### src/core/i2c_rx_cfg.svh
// Register offsets, field positions, reset values and timing for the
// I2C master receive / acknowledge / stop / arbitration engine.
// Assumes a word-index register port, two address bits wide.
`ifndef I2C_RX_CFG_SVH
`define I2C_RX_CFG_SVH
// ----------------------------------------------------------------
// Register indexes
// ----------------------------------------------------------------
`define REG_CTRL 2'h0
`define REG_STAT 2'h1
`define REG_BUF 2'h2
`define REG_DIV 2'h3
// ----------------------------------------------------------------
// Control field positions
// ----------------------------------------------------------------
`define CTL_START 0
`define CTL_RECV 1
`define CTL_ACK 2
`define CTL_STOP 3
`define CTL_ACK_DATA_VALUE 4
`define CTL_EN 5
// ----------------------------------------------------------------
// Status field positions (1..4 are write-one-to-clear)
// ----------------------------------------------------------------
`define ST_BF 0
`define ST_OVF 1
`define ST_WRITE_COLLISION_FLAG 2
`define ST_BCL 3
`define ST_IRQ 4
`define ST_S 5
`define ST_P 6
`define ST_ACKST 7
// ----------------------------------------------------------------
// Reset values and timing
// ----------------------------------------------------------------
`define CTRL_RST 8'h00
`define DIV_RST 8'h4f
`define CLK_NS 10
`endif

### src/core/i2c_rx_pkg.sv
// Types shared by the I2C master engine.
// Assumes the constants header is included by the user of the types.
package i2c_rx_pkg;
  // One-hot engine states
  typedef enum logic [5:0] {
    S_IDLE = 6'h01,
    S_START = 6'h02,
    S_TX = 6'h04,
    S_RX = 6'h08,
    S_ACK = 6'h10,
    S_STOP = 6'h20
  } eng_state_t;
endpackage : i2c_rx_pkg

### src/core/i2c_rx_engine.sv
// I2C master engine: start, byte transmit/receive, acknowledge, stop,
// bus-free monitor and arbitration loss handling.
// Assumes SCL/SDA pins are open drain with external pull-ups, and a
// simple register port (strobes, read data one cycle after the strobe).
// Behaviour
// - Receive request is ignored unless the engine is idle.
// - Receive toggles SCL each rollover and shifts sampled SDA in.
// - After eighth fall: clear receive, load buffer, set full and irq, idle.
// - Buffer-full sets on byte load, clears when software reads buffer.
// - Overflow sets when a received byte completes while buffer-full still set.
// - Buffer write during receive, ack or stop is dropped, sets collision.
// - Ack: SCL low, drive ack bit, period, release, period, low, idle.
// - Stop: SDA low, count once sampled low, release SCL, then SDA.
// - Stop seen sets P; one period later clear stop enable, set irq.
// - Slave wake in sleep belongs to the slave logic, not here.
// - Reset disables the engine and drops any transfer.
// - S and P clear on reset or disable; stop on busy bus sets irq.
// - Released one sampled as zero while SCL high flags collision, idle.
// - Transmit collision halts, clears buffer-full, releases both lines.
// - Collision in start or ack aborts it and clears its enable.
// - After a collision a stop on the bus sets the irq flag.
// - Buffer write after collision restarts from the first data bit.
// - Start with SDA or SCL already low aborts and flags collision.
// - Start counts once SDA high; SCL low with SDA high is collision.
// - SDA low in start count asserts early, else low then SCL low.
// - Rollover is 2*(divider+1) clocks; SCL = clock/(4*(divider+1)).
//
// Implementation choices: the plain strobed port and the register addresses.
`include "i2c_rx_cfg.svh"
`timescale 1ns/1ps
`default_nettype none

module i2c_rx_engine
  import i2c_rx_pkg::*;
(
  input wire logic clock,
  input wire logic sys_rst,
  input wire logic [1:0] reg_addr,
  input wire logic [7:0] reg_wdata,
  input wire logic reg_wr,
  input wire logic reg_rd,
  output logic [7:0] reg_rdata,
  input wire logic scl_i,
  output logic scl_o,
  output logic scl_oe,
  input wire logic sda_i,
  output logic sda_o,
  output logic sda_oe
);

  // Rollover reload: two counts per divider step
  function automatic logic [8:0] brg_reload(input logic [7:0] div);
    brg_reload = {div, 1'b1};
  endfunction : brg_reload

  // ----------------------------------------------------------------
  // Pin synchronisers and bus monitor
  // ----------------------------------------------------------------
  logic scl_m_q, scl_s_q, scl_p_q, sda_m_q, sda_s_q, sda_p_q;
  // Two flops before use; third stage only for edge detection
  always_ff @(posedge clock) begin
    scl_m_q <= scl_i;
    scl_s_q <= scl_m_q;
    scl_p_q <= scl_s_q;
    sda_m_q <= sda_i;
    sda_s_q <= sda_m_q;
    sda_p_q <= sda_s_q;
  end
  wire bus_start_w = scl_s_q & scl_p_q & sda_p_q & ~sda_s_q;
  wire bus_stop_w = scl_s_q & scl_p_q & ~sda_p_q & sda_s_q;

  // ----------------------------------------------------------------
  // Registers and engine state
  // ----------------------------------------------------------------
  eng_state_t state_q;
  logic [1:0] ph_q;
  logic [3:0] bit_q;
  logic [7:0] shift_q, buf_q, div_q, ctrl_q, rdata_q;
  logic [8:0] brg_q;
  logic scl_oe_q, sda_oe_q, low_q;
  logic bf_q, ovf_q, write_collision_flag_q, bcl_q, irq_q, s_q, p_q, ackst_q, lost_q;

  wire en_w = ctrl_q[`CTL_EN];
  wire idle_w = (state_q == S_IDLE);
  wire pend_w = |ctrl_q[`CTL_STOP:`CTL_START];
  wire wr_ctrl_w = reg_wr & (reg_addr == `REG_CTRL);
  wire wr_stat_w = reg_wr & (reg_addr == `REG_STAT);
  wire wr_buf_w = reg_wr & (reg_addr == `REG_BUF);
  wire rd_buf_w = reg_rd & (reg_addr == `REG_BUF);
  wire in_tx_w = (state_q == S_TX);
  wire in_rx_w = (state_q == S_RX);
  wire in_ack_w = (state_q == S_ACK);
  wire in_stop_w = (state_q == S_STOP);
  wire in_start_w = (state_q == S_START);

  // Requests taken only from idle, one at a time
  wire take_st_w = idle_w & en_w & ctrl_q[`CTL_START];
  wire take_rx_w = idle_w & en_w & ctrl_q[`CTL_RECV] & ~ctrl_q[`CTL_START];
  wire take_ack_w = idle_w & en_w & ctrl_q[`CTL_ACK] &
                    ~|ctrl_q[`CTL_RECV:`CTL_START];
  wire take_stop_w = idle_w & en_w & ctrl_q[`CTL_STOP] &
                     ~|ctrl_q[`CTL_ACK:`CTL_START];
  wire tx_go_w = wr_buf_w & idle_w & en_w & ~pend_w;
  wire write_collision_flag_set_w = wr_buf_w & ~idle_w;
  wire st_low_w = take_st_w & (~sda_s_q | ~scl_s_q);

  // Waiting for SCL high (clock stretch) or SDA low holds the count
  wire wait_w = (~scl_oe_q & ~scl_s_q & ph_q[0] &
                 (in_tx_w | in_rx_w | in_ack_w | in_stop_w)) |
                (in_stop_w & (ph_q == 2'h0) & sda_s_q) |
                (in_stop_w & (ph_q == 2'h2) & ~(sda_s_q & scl_s_q));
  wire early_w = in_start_w & (ph_q == 2'h0) & scl_s_q & ~sda_s_q;
  wire restart_w = idle_w | wait_w | early_w;
  wire tick_w = (brg_q == 9'h000) & ~restart_w;

  // ----------------------------------------------------------------
  // Engine events
  // ----------------------------------------------------------------
  wire hi_tick_w = ph_q[0] & tick_w;
  wire rx_end_w = in_rx_w & hi_tick_w & (bit_q == 4'h7);
  wire tx_end_w = in_tx_w & hi_tick_w & (bit_q == 4'h8);
  wire ack_end_w = in_ack_w & hi_tick_w;
  wire st_end_w = in_start_w & (ph_q == 2'h1) & tick_w;
  wire stop_end_w = in_stop_w & (ph_q == 2'h2) & tick_w;
  wire [7:0] rx_byte_w = {shift_q[6:0], sda_s_q};
  // Released one read back as zero while SCL high; in start, SCL low with SDA high
  wire tx_col_w = in_tx_w & ph_q[0] & (bit_q < 4'h8) & ~sda_oe_q &
                  scl_s_q & ~sda_s_q;
  wire ack_col_w = in_ack_w & ph_q[0] & ~sda_oe_q & scl_s_q &
                   ~sda_s_q;
  wire st_col_w = in_start_w & (ph_q == 2'h0) & sda_s_q &
                  ~scl_s_q;
  wire coll_w = tx_col_w | ack_col_w | st_col_w | st_low_w;
  wire done_w = rx_end_w | tx_end_w | ack_end_w | st_end_w | stop_end_w;

  // ----------------------------------------------------------------
  // Baud generator
  // ----------------------------------------------------------------
  // Reload at zero gives a rollover every 2*(div+1) clocks
  always_ff @(posedge clock) begin
    if (sys_rst || restart_w || brg_q == 9'h000) begin
      brg_q <= brg_reload(div_q);
    end else begin
      brg_q <= brg_q - 9'h001;
    end
  end

  // ----------------------------------------------------------------
  // Engine sequencer
  // ----------------------------------------------------------------
  always_ff @(posedge clock) begin
    if (sys_rst || !en_w || coll_w) begin
      // Abort leaves both lines released
      state_q <= S_IDLE;
      ph_q <= 2'h0;
      bit_q <= 4'h0;
      scl_oe_q <= 1'b0;
      sda_oe_q <= 1'b0;
      if (sys_rst) shift_q <= 8'h00;
    end else begin
      case (state_q)
        S_IDLE: begin
          ph_q <= 2'h0;
          bit_q <= 4'h0;
          if (take_st_w) begin
            state_q <= S_START;
          end else if (take_rx_w) begin
            state_q <= S_RX;
            scl_oe_q <= 1'b1;
            sda_oe_q <= 1'b0;
          end else if (take_ack_w) begin
            state_q <= S_ACK;
            scl_oe_q <= 1'b1;
            sda_oe_q <= ~ctrl_q[`CTL_ACK_DATA_VALUE];
          end else if (take_stop_w) begin
            state_q <= S_STOP;
            scl_oe_q <= 1'b1;
            sda_oe_q <= 1'b1;
          end else if (tx_go_w) begin
            state_q <= S_TX;
            shift_q <= reg_wdata;
            scl_oe_q <= 1'b1;
            sda_oe_q <= ~reg_wdata[7];
          end
        end
        S_START: begin
          // Early assert when another master already pulled SDA
          if (early_w || (ph_q == 2'h0 && tick_w)) begin
            sda_oe_q <= 1'b1;
            ph_q <= 2'h1;
          end else if (st_end_w) begin
            scl_oe_q <= 1'b1;
            state_q <= S_IDLE;
          end
        end
        S_TX: begin
          if (!ph_q[0] && tick_w) begin
            scl_oe_q <= 1'b0;
            ph_q <= 2'h1;
          end else if (hi_tick_w) begin
            scl_oe_q <= 1'b1;
            ph_q <= 2'h0;
            bit_q <= bit_q + 4'h1;
            shift_q <= {shift_q[6:0], 1'b0};
            // Release SDA for the acknowledge slot
            sda_oe_q <= (bit_q < 4'h7) ? ~shift_q[6] : 1'b0;
            if (tx_end_w) state_q <= S_IDLE;
          end
        end
        S_RX: begin
          if (!ph_q[0] && tick_w) begin
            scl_oe_q <= 1'b0;
            ph_q <= 2'h1;
          end else if (hi_tick_w) begin
            scl_oe_q <= 1'b1;
            shift_q <= rx_byte_w;
            ph_q <= 2'h0;
            bit_q <= bit_q + 4'h1;
            if (rx_end_w) state_q <= S_IDLE;
          end
        end
        S_ACK: begin
          if (!ph_q[0] && tick_w) begin
            scl_oe_q <= 1'b0;
            ph_q <= 2'h1;
          end else if (ack_end_w) begin
            scl_oe_q <= 1'b1;
            sda_oe_q <= 1'b0;
            state_q <= S_IDLE;
          end
        end
        S_STOP: begin
          if (ph_q == 2'h0 && tick_w) begin
            scl_oe_q <= 1'b0;
            ph_q <= 2'h1;
          end else if (hi_tick_w) begin
            sda_oe_q <= 1'b0;
            ph_q <= 2'h2;
          end else if (stop_end_w) begin
            state_q <= S_IDLE;
          end
        end
        default: begin
          state_q <= S_IDLE;
        end
      endcase
    end
  end

  // ----------------------------------------------------------------
  // Control and data registers
  // ----------------------------------------------------------------
  // Enables accepted only when idle with nothing pending; the
  // engine clears all four on completion, collision or disable
  always_ff @(posedge clock) begin
    if (sys_rst) begin
      ctrl_q <= `CTRL_RST;
      div_q <= `DIV_RST;
      buf_q <= 8'h00;
    end else begin
      if (wr_ctrl_w) begin
        ctrl_q[7:`CTL_ACK_DATA_VALUE] <= reg_wdata[7:`CTL_ACK_DATA_VALUE];
        if (idle_w && !pend_w) begin
          ctrl_q[`CTL_STOP:`CTL_START] <=
            reg_wdata[`CTL_STOP:`CTL_START];
        end
      end
      if (done_w || coll_w || !en_w) begin
        ctrl_q[`CTL_STOP:`CTL_START] <= 4'h0;
      end
      if (reg_wr && reg_addr == `REG_DIV) div_q <= reg_wdata;
      if (rx_end_w) begin
        buf_q <= rx_byte_w;
      end else if (tx_go_w) begin
        buf_q <= reg_wdata;
      end
    end
  end

  // ----------------------------------------------------------------
  // Status flags: hardware set wins over software clear
  // ----------------------------------------------------------------
  always_ff @(posedge clock) begin
    if (sys_rst) begin
      {bf_q, ovf_q, write_collision_flag_q, bcl_q, irq_q} <= 5'h00;
      {s_q, p_q, ackst_q, lost_q} <= 4'h0;
    end else begin
      // Buffer full: set on load, cleared by read or when a transmit ends or is lost
      bf_q <= rx_end_w | tx_go_w |
              (bf_q & ~rd_buf_w & ~tx_col_w & ~tx_end_w);
      ovf_q <= (rx_end_w & bf_q) |
               (ovf_q & ~(wr_stat_w & reg_wdata[`ST_OVF]));
      write_collision_flag_q <= write_collision_flag_set_w |
                (write_collision_flag_q & ~(wr_stat_w & reg_wdata[`ST_WRITE_COLLISION_FLAG]));
      bcl_q <= coll_w |
               (bcl_q & ~(wr_stat_w & reg_wdata[`ST_BCL]));
      // Stop seen on a busy bus or after a lost arbitration
      irq_q <= done_w | (bus_stop_w & (s_q | lost_q)) |
               (irq_q & ~(wr_stat_w & reg_wdata[`ST_IRQ]));
      lost_q <= coll_w | (lost_q & ~bus_stop_w);
      if (tx_end_w) ackst_q <= sda_s_q;
      // Start/stop seen bits cleared while disabled
      s_q <= en_w & (bus_start_w | (s_q & ~bus_stop_w));
      p_q <= en_w & (bus_stop_w | (p_q & ~bus_start_w));
    end
  end

  // ----------------------------------------------------------------
  // Register read port and pin outputs
  // ----------------------------------------------------------------
  wire [7:0] stat_w = {ackst_q, p_q, s_q, irq_q, bcl_q, write_collision_flag_q, ovf_q, bf_q};
  wire [7:0] rmux_w = (reg_addr == `REG_CTRL) ? ctrl_q :
                      (reg_addr == `REG_STAT) ? stat_w :
                      (reg_addr == `REG_BUF) ? buf_q : div_q;
  // Read data only valid in the cycle after the strobe
  always_ff @(posedge clock) begin
    if (sys_rst) begin
      rdata_q <= 8'h00;
      low_q <= 1'b0;
    end else begin
      rdata_q <= reg_rd ? rmux_w : 8'h00;
      low_q <= 1'b0;
    end
  end
  assign reg_rdata = rdata_q;
  assign scl_oe = scl_oe_q;
  assign sda_oe = sda_oe_q;
  assign scl_o = low_q;
  assign sda_o = low_q;
endmodule : i2c_rx_engine

`default_nettype wire

### config.mk
export PLATFORM = sky130hd
export DESIGN_NAME = i2c_rx_engine
export DESIGN_NICKNAME = d
export VERILOG_FILES = /design/src/core/i2c_rx_pkg.sv /design/src/core/i2c_rx_engine.sv
export VERILOG_INCLUDE_DIRS = /design/src /design/src/core
export SDC_FILE = /design/constraint.sdc
export NUM_CORES = 1
export LEC_CHECK = 0
export BUFFER_PORTS_ARGS = -buffer_cell sky130_fd_sc_hd__buf_4
export CORE_MARGIN = 10
export CORE_UTILIZATION = 30
export DETAILED_ROUTE_END_ITERATION = 7
export PLACE_DENSITY = 0.49
export SLEW_MARGIN = 40
export SYNTH_ARGS = -nofsm -noshare
export SYNTH_HDL_FRONTEND = slang
export SYNTH_SLANG_ARGS = --single-unit
### constraint.sdc
create_clock -name clock -period 3.19 [get_ports clock]
set_input_delay 0.4785 -clock clock [delete_from_list [all_inputs] [get_ports clock]]
set_output_delay 0.4785 -clock clock [all_outputs]
set_load 0.05 [all_outputs]
# Yosys cells after proc, flatten, opt, wreduce, memory -nomap -nowiden
# Index checks and enable logic that the tools add are counted.
[totals] ff_bits=77 latchBits=0 ramBits=0 mem_bits_ro=0 in_bits=16 out_inout_bits=12 wordCells=311 memories=0
[op_classes] addsub=2 multipliers=0 n_div=0 n_lt_le_gt_ge=2 n_eq_ne=48 shifts=0 mux=73 n_bitwise=121 n_reduce_logical=37
[op_table] op="$mux 6" count=18
[op_table] op="$and 1x1->1" count=72
[op_table] op="$mux 7" count=10
[op_table] op="$mux 8" count=5
[op_table] op="$pmux 6 s6" count=1
[op_table] op="$or 1x1->1" count=26
[op_table] op="$mux 1" count=25
[op_table] op="$ne 2x1->1 const B" count=12
[op_table] op="$not 1->1" count=23
[op_table] op="$pmux 7 s3" count=1
[op_table] op="$ne 2x2->1 const B" count=9
[op_table] op="$ne 3x1->1 const B" count=6
[op_table] op="$reduce_and 14->1" count=1
[op_table] op="$mux 2" count=6
[op_table] op="$ne 3x2->1 const B" count=4
[op_table] op="$reduce_and 11->1" count=1
[op_table] op="$pmux 1 s5" count=2
[op_table] op="$pmux 2 s5" count=1
[op_table] op="$reduce_and 10->1" count=1
[op_table] op="$reduce_bool 5->1" count=2
[op_table] op="$logic_not 9->1" count=1
[op_table] op="$mux 9" count=1
[op_table] op="$sub 9x1->9 const B" count=1
[op_table] op="$mux 4" count=2
[op_table] op="other kinds (30)" count=52

# Longest topological paths before layout
# Gate-level depths: netlist (run 1).
[depth] depth_word=21 depth_mapped=10 ltp_nobuf=8

# Worst setup path after synthesis (run 1)
# Ideal clock, no wire load.
[synth_path] kind="reg-to-reg" start="register state_q[2]" end="register shift_q[0] (enable)" setup_time_ps=306 arrival_time_ps=1948 required_ps=2884 setup_slack_ps=936 stages_incl_launch_ff=9 path_buffers=2 synth_period_minus_slack_ps=2254 path_cell_list="dfxtp_1 buf_6 nor4_4 nand2_4 nor3_1 nand3_1 buf_2 a21oi_1 or2_2"
[synth_between] elab_chain_len=14 elab_cells_between_ends=64 classes_between="16 x eq/ne; 44 x bitwise; 4 x reduce/logical"
[synth_rtl] item="from (decl)" line="i2c_rx_engine.sv:75" text="eng_state_t state_q;"
[synth_rtl] item="from (signal assigned)" line="i2c_rx_engine.sv:154" text="state_q <= S_IDLE;"
[synth_rtl] item="from (signal assigned)" line="i2c_rx_engine.sv:166" text="state_q <= S_START;"
[synth_rtl] item="from (signal assigned)" line="i2c_rx_engine.sv:168" text="state_q <= S_RX;"
[synth_rtl] item="$eq 6x3->1 or $eq 6x4->1 (tied branches)" line="i2c_rx_engine.sv:90, i2c_rx_engine.sv:161, i2c_rx_engine.sv:91"
[synth_rtl] item="$or 1x1->1 (3 in series)" line="i2c_rx_engine.sv:109" text="(in_tx_w | in_rx_w | in_ack_w | in_stop_w)) |"
[synth_rtl] item="$and 1x1->1" line="i2c_rx_engine.sv:108" text="wire wait_w = (~scl_oe_q & ~scl_s_q & ph_q[0] &"
[synth_rtl] item="$or 1x1->1" line="i2c_rx_engine.sv:109"
[synth_rtl] item="$or 1x1->1" line="i2c_rx_engine.sv:110" text="(in_stop_w & (ph_q == 2'h0) & sda_s_q) |"
[synth_rtl] item="$or 1x1->1 (2 in series)" line="i2c_rx_engine.sv:113" text="wire restart_w = idle_w | wait_w | early_w;"
[synth_rtl] item="$not 1->1" line="i2c_rx_engine.sv:114" text="wire tick_w = (brg_q == 9'h000) & ~restart_w;"
[synth_rtl] item="$and 1x1->1" line="i2c_rx_engine.sv:114"
[synth_rtl] item="$and 1x1->1 or $logic_and 1x1->1 (tied branches)" line="i2c_rx_engine.sv:119, i2c_rx_engine.sv:197, i2c_rx_engine.sv:211"
[synth_rtl] item="$ne 3x1->1 (no line) or $ne 3x3->1 (tied branches)"
[synth_rtl] item="$reduce_and 11->1 (no line) *"
[synth_rtl] item="to (signal assigned)" line="i2c_rx_engine.sv:181" text="shift_q <= reg_wdata;"
[synth_rtl] item="to (signal assigned)" line="i2c_rx_engine.sv:204" text="shift_q <= {shift_q[6:0], 1'b0};"
[synth_rtl] item="to (signal assigned)" line="i2c_rx_engine.sv:216" text="shift_q <= rx_byte_w;"
[synth_rtl] item="to (decl)" line="i2c_rx_engine.sv:78" text="logic [7:0] shift_q, buf_q, div_q, ctrl_q, rdata_q;"
# Every way passes the cells marked *; elsewhere a longest branch is shown, timed or not.
# A chain may end at the register's enable or synchronous reset.

# Final worst setup path (run 1)
[layout_path] start="register state_q[3]" end="register buf_q[7]"
[layout_between] elab_chain_len=15 elab_cells_between_ends=31 classes_between="6 x eq/ne; 1 x mux; 23 x bitwise; 1 x reduce/logical"
[layout_rtl] item="$eq 6x3->1 or $eq 6x4->1 (tied branches)" line="i2c_rx_engine.sv:90, i2c_rx_engine.sv:91"
[layout_rtl] item="$or 1x1->1 (3 in series)" line="i2c_rx_engine.sv:109"
[layout_rtl] item="$and 1x1->1" line="i2c_rx_engine.sv:108"
[layout_rtl] item="$or 1x1->1" line="i2c_rx_engine.sv:109"
[layout_rtl] item="$or 1x1->1" line="i2c_rx_engine.sv:110"
[layout_rtl] item="$or 1x1->1 (2 in series)" line="i2c_rx_engine.sv:113"
[layout_rtl] item="$not 1->1" line="i2c_rx_engine.sv:114"
[layout_rtl] item="$and 1x1->1" line="i2c_rx_engine.sv:114"
[layout_rtl] item="$and 1x1->1" line="i2c_rx_engine.sv:119" text="wire hi_tick_w = ph_q[0] & tick_w;"
[layout_rtl] item="$and 1x1->1 (2 in series)" line="i2c_rx_engine.sv:120" text="wire rx_end_w = in_rx_w & hi_tick_w & (bit_q == 4'h7);"
[layout_rtl] item="$mux 8 or $reduce_bool 2->1 (tied branches)"
[layout_rtl] item="to (signal assigned)" line="i2c_rx_engine.sv:273" text="buf_q <= rx_byte_w;"
[layout_rtl] item="to (signal assigned)" line="i2c_rx_engine.sv:275" text="buf_q <= reg_wdata;"
[layout_rtl] item="to (decl)" line="i2c_rx_engine.sv:78"
# Parallel ways exist; a longest one is shown, timed or not.

==> metrics.cfg, run 1 <==
[placed_design]
place_congestion=0.903
io_buffers=25
dp.cells=638
place_hpwl_microns=8870

[timing]
setup_viol=0
post-route-period-util_pct=82.6
relSlewSlack_pct=52.9
maxSlewViolCount=0
finalSetupTns_ps=0
finalCriticalPeriod_ps=2630
fmax_ghz=0.380
hold_viol_final=0
final.setup_skew_ps=10.0
worst_pin_slew_ps=706
whs_ps=237
rsz0062_at_grt=false

[synthesis]
synth-edff-count=7
ys_warn_count=0
synth_ff_type=dfxtp_1
synthDistinctLibCells=68
syn_area_sq_mm=0.00415
synthCells=453
synth_seq_cells=77
yosys.area.top_type_share_pct=33.7
synth.area.top_cells=dfxtp_1, edfxtp_1, mux2i_1
yosysTopAreaCell=dfxtp_1
seq_area_frac_synth_pct=38.8
syn_area_per_cell_sq_um=9.17
synthArstFlopShare_pct=0

[cells_and_area]
drive_above_1_share_pct=18.4
num_antenna_cells=0
multi_input_area_sq_mm=0.00234
fin_nets=492
finalNonFillerCells=654
final-seq-area_sq_mm=0.00161
area_growth_pct=15.3
fillCellCount=1378

[die]
die_h_microns=138
die_w_microns=138
row_count=42
initial_core_util_pct=31.0
pin_count=28
core_region_area_sq_mm=0.0134
die_area_sq_mm=0.0189

[clocking]
postCtsResizedCells=0
clockBufferDepth=2
cts_sinks=77
cts-buffers-inserted=9
htreeDepth=3
clock_latency_ps=350
path_clk_slew_ps=60
cts_setup_buffers=0
cts_tree=done
cts_hold_buf=0
root_buffer=clkbuf_16

[run_status]
status=finished, final reports clean

[power]
powerDensity_mw_per_mm2=467
swShare_pct=23.0
combPwrFrac_pct=5.4
p_seq_share_pct=45.5
p_int_mw=1.72
leakage_nw=1.72
p_clk_share_pct=49.1
p_sw_mw=0.513
ir_worst_vdd_uv=277

[global_routing]
grt_max_degree=33
grt_pass1_vias=3414
grt_overflow=0
grt_usage_pct=13.0
antenna_found_initial=0
grt_pass1_wl_microns=18900

[routing]
vias=3477
vias_per_cell=5.32
wire_per_inst_microns=18.0
first_pass_iters=5
antenna_left=0
wirelength_microns=11700
drt_first_iter_violations=310
drc=0

[setup_path]
critical_path_arrival_ps=2910
crit_type=flip-flop to flip-flop
crit_path_end_kind=flip-flop
cp-start-kind=flip-flop
cp.required_ps=3460
worst-r2r-setup-slack_ps=560
cp_max_fo=17

[job]
drv_cap=0

[min_path]
hold_path_class=primary input to flip-flop

cell usage after synthesis (all sizes together) (6+ instances only):
cell	n
a21oi	33
mux4	8
mux2i	20
buf	14
o21ai	14
a31oi	6
nor2b	11
nand2	38
nor4	7
a211oi	9
dfxtp	70
nor3	17
edfxtp	7
nand3	20
nor2	49
nand3b	8
inv	16
nand2b	6
clkbuf	10
critical path, cell delays in order, from the launching register on:
cell	delay (ps)
dfxtp_1	460
nor4_4	580
nand2_4	230
o211ai_4	330
or3_1	620
nor2_1	120
a211oi_2	210
power by group through the flow:
stage	registers, mW	clock network, mW	logic, mW
2_1_floorplan	1.04	0	0.0724
3_3_place_gp	1.04	0	0.120
3_5_place_dp	1.04	0	0.122
4_1_cts	1.02	1.12	0.122
5_1_grt	1.02	1.16	0.134
6_report	1.02	1.10	0.121
kinds of logic after synthesis:
logic type               count (synthesis)  synth area share [%]
flip-flops                              77                  38.8
adder cells (fa/ha/maj)                  3                 0.904
AND/OR/NAND/NOR                        190                  25.1
other                                    1                0.0903
multiplexers                            29                  9.43
buffers and inverters                   40                  5.03
XOR/XNOR                                 9                  1.90
AO/OA/AOI/OAI                          104                  18.7
area by class of cell:
cell class,count,area share (%)
repair buffers,32,5.02
multi-input cells,337,48.8
clock inverters,4,1.10
clock buffers,12,5.59
well taps,176,4.60
inverters,16,1.25
flip-flops and latches,77,33.7
routing by layer:
metal / share of wire, % / vias to the layer above / track usage (%)
met1: 47 / 1660 / 17.0
met2: 46 / 107 / 20.4
met4: 2.2 / 0 / 5.91
met5: 0 / - / 0
met3: 5.0 / 20 / 2.51
li1: - / 1690 / -
cell usage in the layout, fill, tap and decap left out, types with 14 or more instances in the layout:
master	count
buf_4	32
o21ai_0	14
a21oi_1	32
nor3_1	16
inv_1	16
nand3_1	20
nor2_1	49
nand2_1	36
dfxtp_1	70
mux2i_1	20
flip-flops by register name (all words and copies together), names as in the netlist, 2 cells and up:
register	count
buf_q	8
reg_rdata	8
ctrl_q	8
state_q	6
bit_q	4
ph_q	2
shift_q	7
brg_q	9
div_q	8
through the flow:
stage               utilization [%]  setup slack, ps  cell area [sq um]  power [mW]
global route                   35.7              354               4790        2.31
CTS                            35.7              547               4790        2.26
detailed placement             33.3              553               4470        1.16
floorplan                         -              936               4160        1.11
finish                         35.7              555               4790        2.24
global placement               33.3              589               4470        1.16
path summary, 6_finish.rpt:
path / endpoint / start / depth (start not counted)
worst max-delay path: buf_q[7]$_SDFFE_PP0P_ / state_q[3]$_SDFFE_PP0P_ / 6
worst min-delay path: scl_m_q$_DFF_P_ / scl_i / 1
worst max register to register: buf_q[7]$_SDFFE_PP0P_ / state_q[3]$_SDFFE_PP0P_ / 6
worst min register to register: sda_s_q$_DFF_P_ / sda_m_q$_DFF_P_ / 0
Note: power is estimated with default switching activity, not from simulation.
==> run 2: changes to the inputs <==
--- a/config.mk
+++ b/config.mk
@@ -6,11 +6,12 @@
 export SDC_FILE = /design/constraint.sdc
 export NUM_CORES = 1
 export LEC_CHECK = 0
+export ABC_AREA = 1
 export BUFFER_PORTS_ARGS = -buffer_cell sky130_fd_sc_hd__buf_4
 export CORE_MARGIN = 10
 export CORE_UTILIZATION = 30
 export DETAILED_ROUTE_END_ITERATION = 7
-export PLACE_DENSITY = 0.49
+export PLACE_DENSITY = 0.51
 export SLEW_MARGIN = 40
 export SYNTH_ARGS = -nofsm -noshare
 export SYNTH_HDL_FRONTEND = slang
==> constraint.sdc (replaced) <==
create_clock -name clock -period 2.35 [get_ports clock]
set_input_delay 0.3525 -clock clock [delete_from_list [all_inputs] [get_ports clock]]
set_output_delay 0.3525 -clock clock [all_outputs]
set_load 0.05 [all_outputs]
==> metrics.cfg, run 2 <==
[run_status]
status=finished, final reports clean

[die]
row_count=41  ; -2.4%
die_w_microns=135  ; -2.2%
initial_core_util_pct=30.9  ; -0.095 points
die_h_microns=135  ; -2.2%
pin_count=28  ; unchanged
die_area_sq_mm=0.0181  ; -4.3%
core_region_area_sq_mm=0.0128  ; -4.7%

[global_routing]
use_met2_pct=21.3  ; +0.99 points
grt_usage_pct=13.3  ; +0.30 points
grt_pass1_wl_microns=19100  ; +0.65%
antenna_found_initial=0  ; unchanged
grt_pass1_vias=3630  ; +6.3%
grt_overflow=0  ; unchanged
grtUsageMet1_pct=16.5  ; -0.50 points
grt_max_degree=25  ; -24%
grtUsageMet3_pct=3.64  ; +1.1 points
busiest_layer=met2

[power]
finalPower_mw=3.08  ; +38%
leakage_nw=2.02  ; +17%
swShare_pct=23.4  ; +0.40 points
p_seq_share_pct=44.9  ; -0.6 points
p_clk_share_pct=47.9  ; -1.2 points
powerDensity_mw_per_mm2=648  ; +39%
p_int_mw=2.36  ; +37%
ir_worst_vdd_uv=246  ; -11%
combPwrFrac_pct=7.2  ; +1.8 points
p_sw_mw=0.720  ; +40%

[cells_and_area]
top_register=brg_q
layout_commonest_cell=nand2_1
layout_common_cells=nand2_1, dfxtp_1, inv_1
fillCellCount=1348  ; -2.2%
fin_nets=599  ; +22%
num_antenna_cells=0  ; unchanged
drive_above_1_share_pct=18.5  ; +0.083 points
area_growth_pct=20.5
largest_register_ff_count=9  ; unchanged

[routing]
wire_per_inst_microns=15.5  ; -14%
vias=3643  ; +4.8%
vias_per_cell=4.82  ; -9.4%
antenna_left=0  ; unchanged
wirelength_microns=11700  ; -0.49%
drt_first_iter_violations=257  ; -17%
drc=0  ; unchanged
first_pass_iters=5  ; unchanged

[timing]
rsz0062_at_grt=false
post-route-period-util_pct=92.6  ; +10 points
setup_viol=0  ; unchanged
fmax_ghz=0.459  ; +21%
finalSetupTns_ps=0  ; unchanged
final.setup_skew_ps=8.48  ; -1.55 ps
worst_pin_slew_ps=514  ; -192 ps
hold_viol_final=0  ; unchanged
finalCriticalPeriod_ps=2180  ; -458 ps
maxSlewViolCount=0  ; unchanged
relSlewSlack_pct=65.4  ; +12 points

[placed_design]
io_buffers=25  ; unchanged
place_congestion=0.947  ; +4.8%
place_hpwl_microns=9260  ; +4.4%

[clocking]
clock_latency_ps=350  ; about the same
cts_sinks=77  ; unchanged
cts_tree=done
root_buffer=clkbuf_16
clockBufferDepth=2  ; unchanged
htreeDepth=3  ; unchanged
cts-buffers-inserted=9  ; unchanged
path_clk_slew_ps=60  ; about the same

[setup_path]
cp.required_ps=2410  ; -1050 ps
crit_type=flip-flop to flip-flop
cp_max_fo=7  ; -10
cp-start-kind=flip-flop
crit_path_end_kind=flip-flop
critical_path_arrival_ps=2230  ; -680 ps

[synthesis]
synthTopCellsByCount=nand2_1, dfxtp_1, inv_1
synth.area.top_cells=dfxtp_1, nand2_1, inv_1
synth_seq_cells=77  ; unchanged
seq_area_frac_synth_pct=40.8  ; +2.0 points
synthCells=537  ; +19%
ys_warn_count=0  ; unchanged
synth_ff_type=dfxtp_1
syn_area_per_cell_sq_um=7.35  ; -20%
synthDistinctLibCells=47  ; -31%
yosysMostFrequentCell=nand2_1
synth-edff-count=7  ; unchanged
yosysTopAreaCell=dfxtp_1
syn_area_sq_mm=0.00395  ; -5.0%
yosys.area.top_type_share_pct=35.5  ; +1.8 points
synthArstFlopShare_pct=0  ; unchanged

[min_path]
hold_path_class=primary input to flip-flop

[job]
drv_cap=0  ; unchanged

-- run 2: cell types whose count changed after synthesis, sizes merged, moves of 6 or more --
cell,before,now
nor2,49,79
nand3b,8,2
a211oi,9,2
inv,16,72
nand2b,6,0
a21oi,33,52
nor4,7,1
mux2i,20,0
o21ai,14,58
nand2,38,97
mux4,8,0
buf,14,7
nand4,5,13
nor2b,11,0
-- run 2: power groups by stage --
| stage | Sequential, mW | Clock [mW] | Combinational (mW) |
|---|---|---|---|
| global placement | 1.41 | 0 | 0.222 |
| global route | 1.39 | 1.57 | 0.246 |
| floorplan | 1.43 | 0 | 0.113 |
| CTS | 1.38 | 1.50 | 0.223 |
| detailed placement | 1.41 | 0 | 0.222 |
| finish | 1.38 | 1.48 | 0.223 |
-- run 2: critical path, stage by stage, from the launching register on --
cell and delay [ps]:
dfxtp_1 310, inv_1 70, ha_1 170, inv_1 70
nor3_4 200, nand4_4 140, nor2_4 150, nand4_4 110
nand2_2 110, nand2_1 130, o31ai_2 240, buf_4 190
-- run 2: cells by family (layout without fill, tap and decap cells) --
| kind of cell | Yosys count | in the layout | synth area share (%) |
|---|---|---|---|
| other | 1 | 2 | 0.0950 |
| XOR/XNOR | 6 | 6 | 1.33 |
| flip-flops | 77 | 77 | 40.8 |
| multiplexers | 6 | 6 | 1.90 |
| adder cells (fa/ha/maj) | 3 | 3 | 0.951 |
| AND/OR/NAND/NOR | 233 | 233 | 28.7 |
| buffers and inverters | 87 | 133 | 9.00 |
| AO/OA/AOI/OAI | 124 | 124 | 17.2 |
-- run 2: path summary, 6_finish.rpt --
path / from / endpoint / slack (ps) / cells past startpoint
worst max register to register: brg_q[0]$_SDFF_PP1_ / shift_q[4]$_SDFFCE_PP0P_ / 170 / 11
worst min register to register: scl_m_q$_DFF_P_ / scl_s_q$_DFF_P_ / 330 / 0
worst min-delay path: sda_i / sda_m_q$_DFF_P_ / 100 / 1
worst max-delay path: brg_q[0]$_SDFF_PP1_ / shift_q[4]$_SDFFCE_PP0P_ / 170 / 11
-- run 2: layout make-up --
cell class | instances | area [sq um] | share of cell area (%)
Multi-Input combinational cell | 374 | 2010 | 42.2
Sequential cell | 77 | 1610 | 33.9
Timing Repair Buffer | 46 | 345 | 7.26
Inverter | 72 | 270 | 5.68
Clock buffer | 11 | 233 | 4.89
Tap cell | 172 | 215 | 4.52
Clock inverter | 4 | 73.8 | 1.55
-- run 2: stage by stage --
stage | setup slack (ps) | cell area [sq um] | std cells | hold slack (ps) | utilization [%]
floorplan | 26.9 | 3960 | 538 | 310 | -
global placement | 153 | 4420 | 739 | 310 | 34.6
detailed placement | 147 | 4420 | 739 | 312 | 34.6
CTS | 124 | 4720 | 754 | 96.9 | 37.0
global route | 4.54 | 4760 | 756 | 98.4 | 37.2
finish | 173 | 4760 | 756 | 103 | 37.2
-- run 2: repair_timing --
action                                  4_1_cts  5_1_grt
gates resized for setup                       0        4
endpoints found under the setup margin        0       11
setup buffers                                 0        2
hold buffers                                  0        0
-- run 2: layer usage --
metal	wire length [microns]	vias to the layer above
met5	0	-
li1	-	1848
met1	5290	1668
met4	314	0
met3	656	20
met2	5430	107
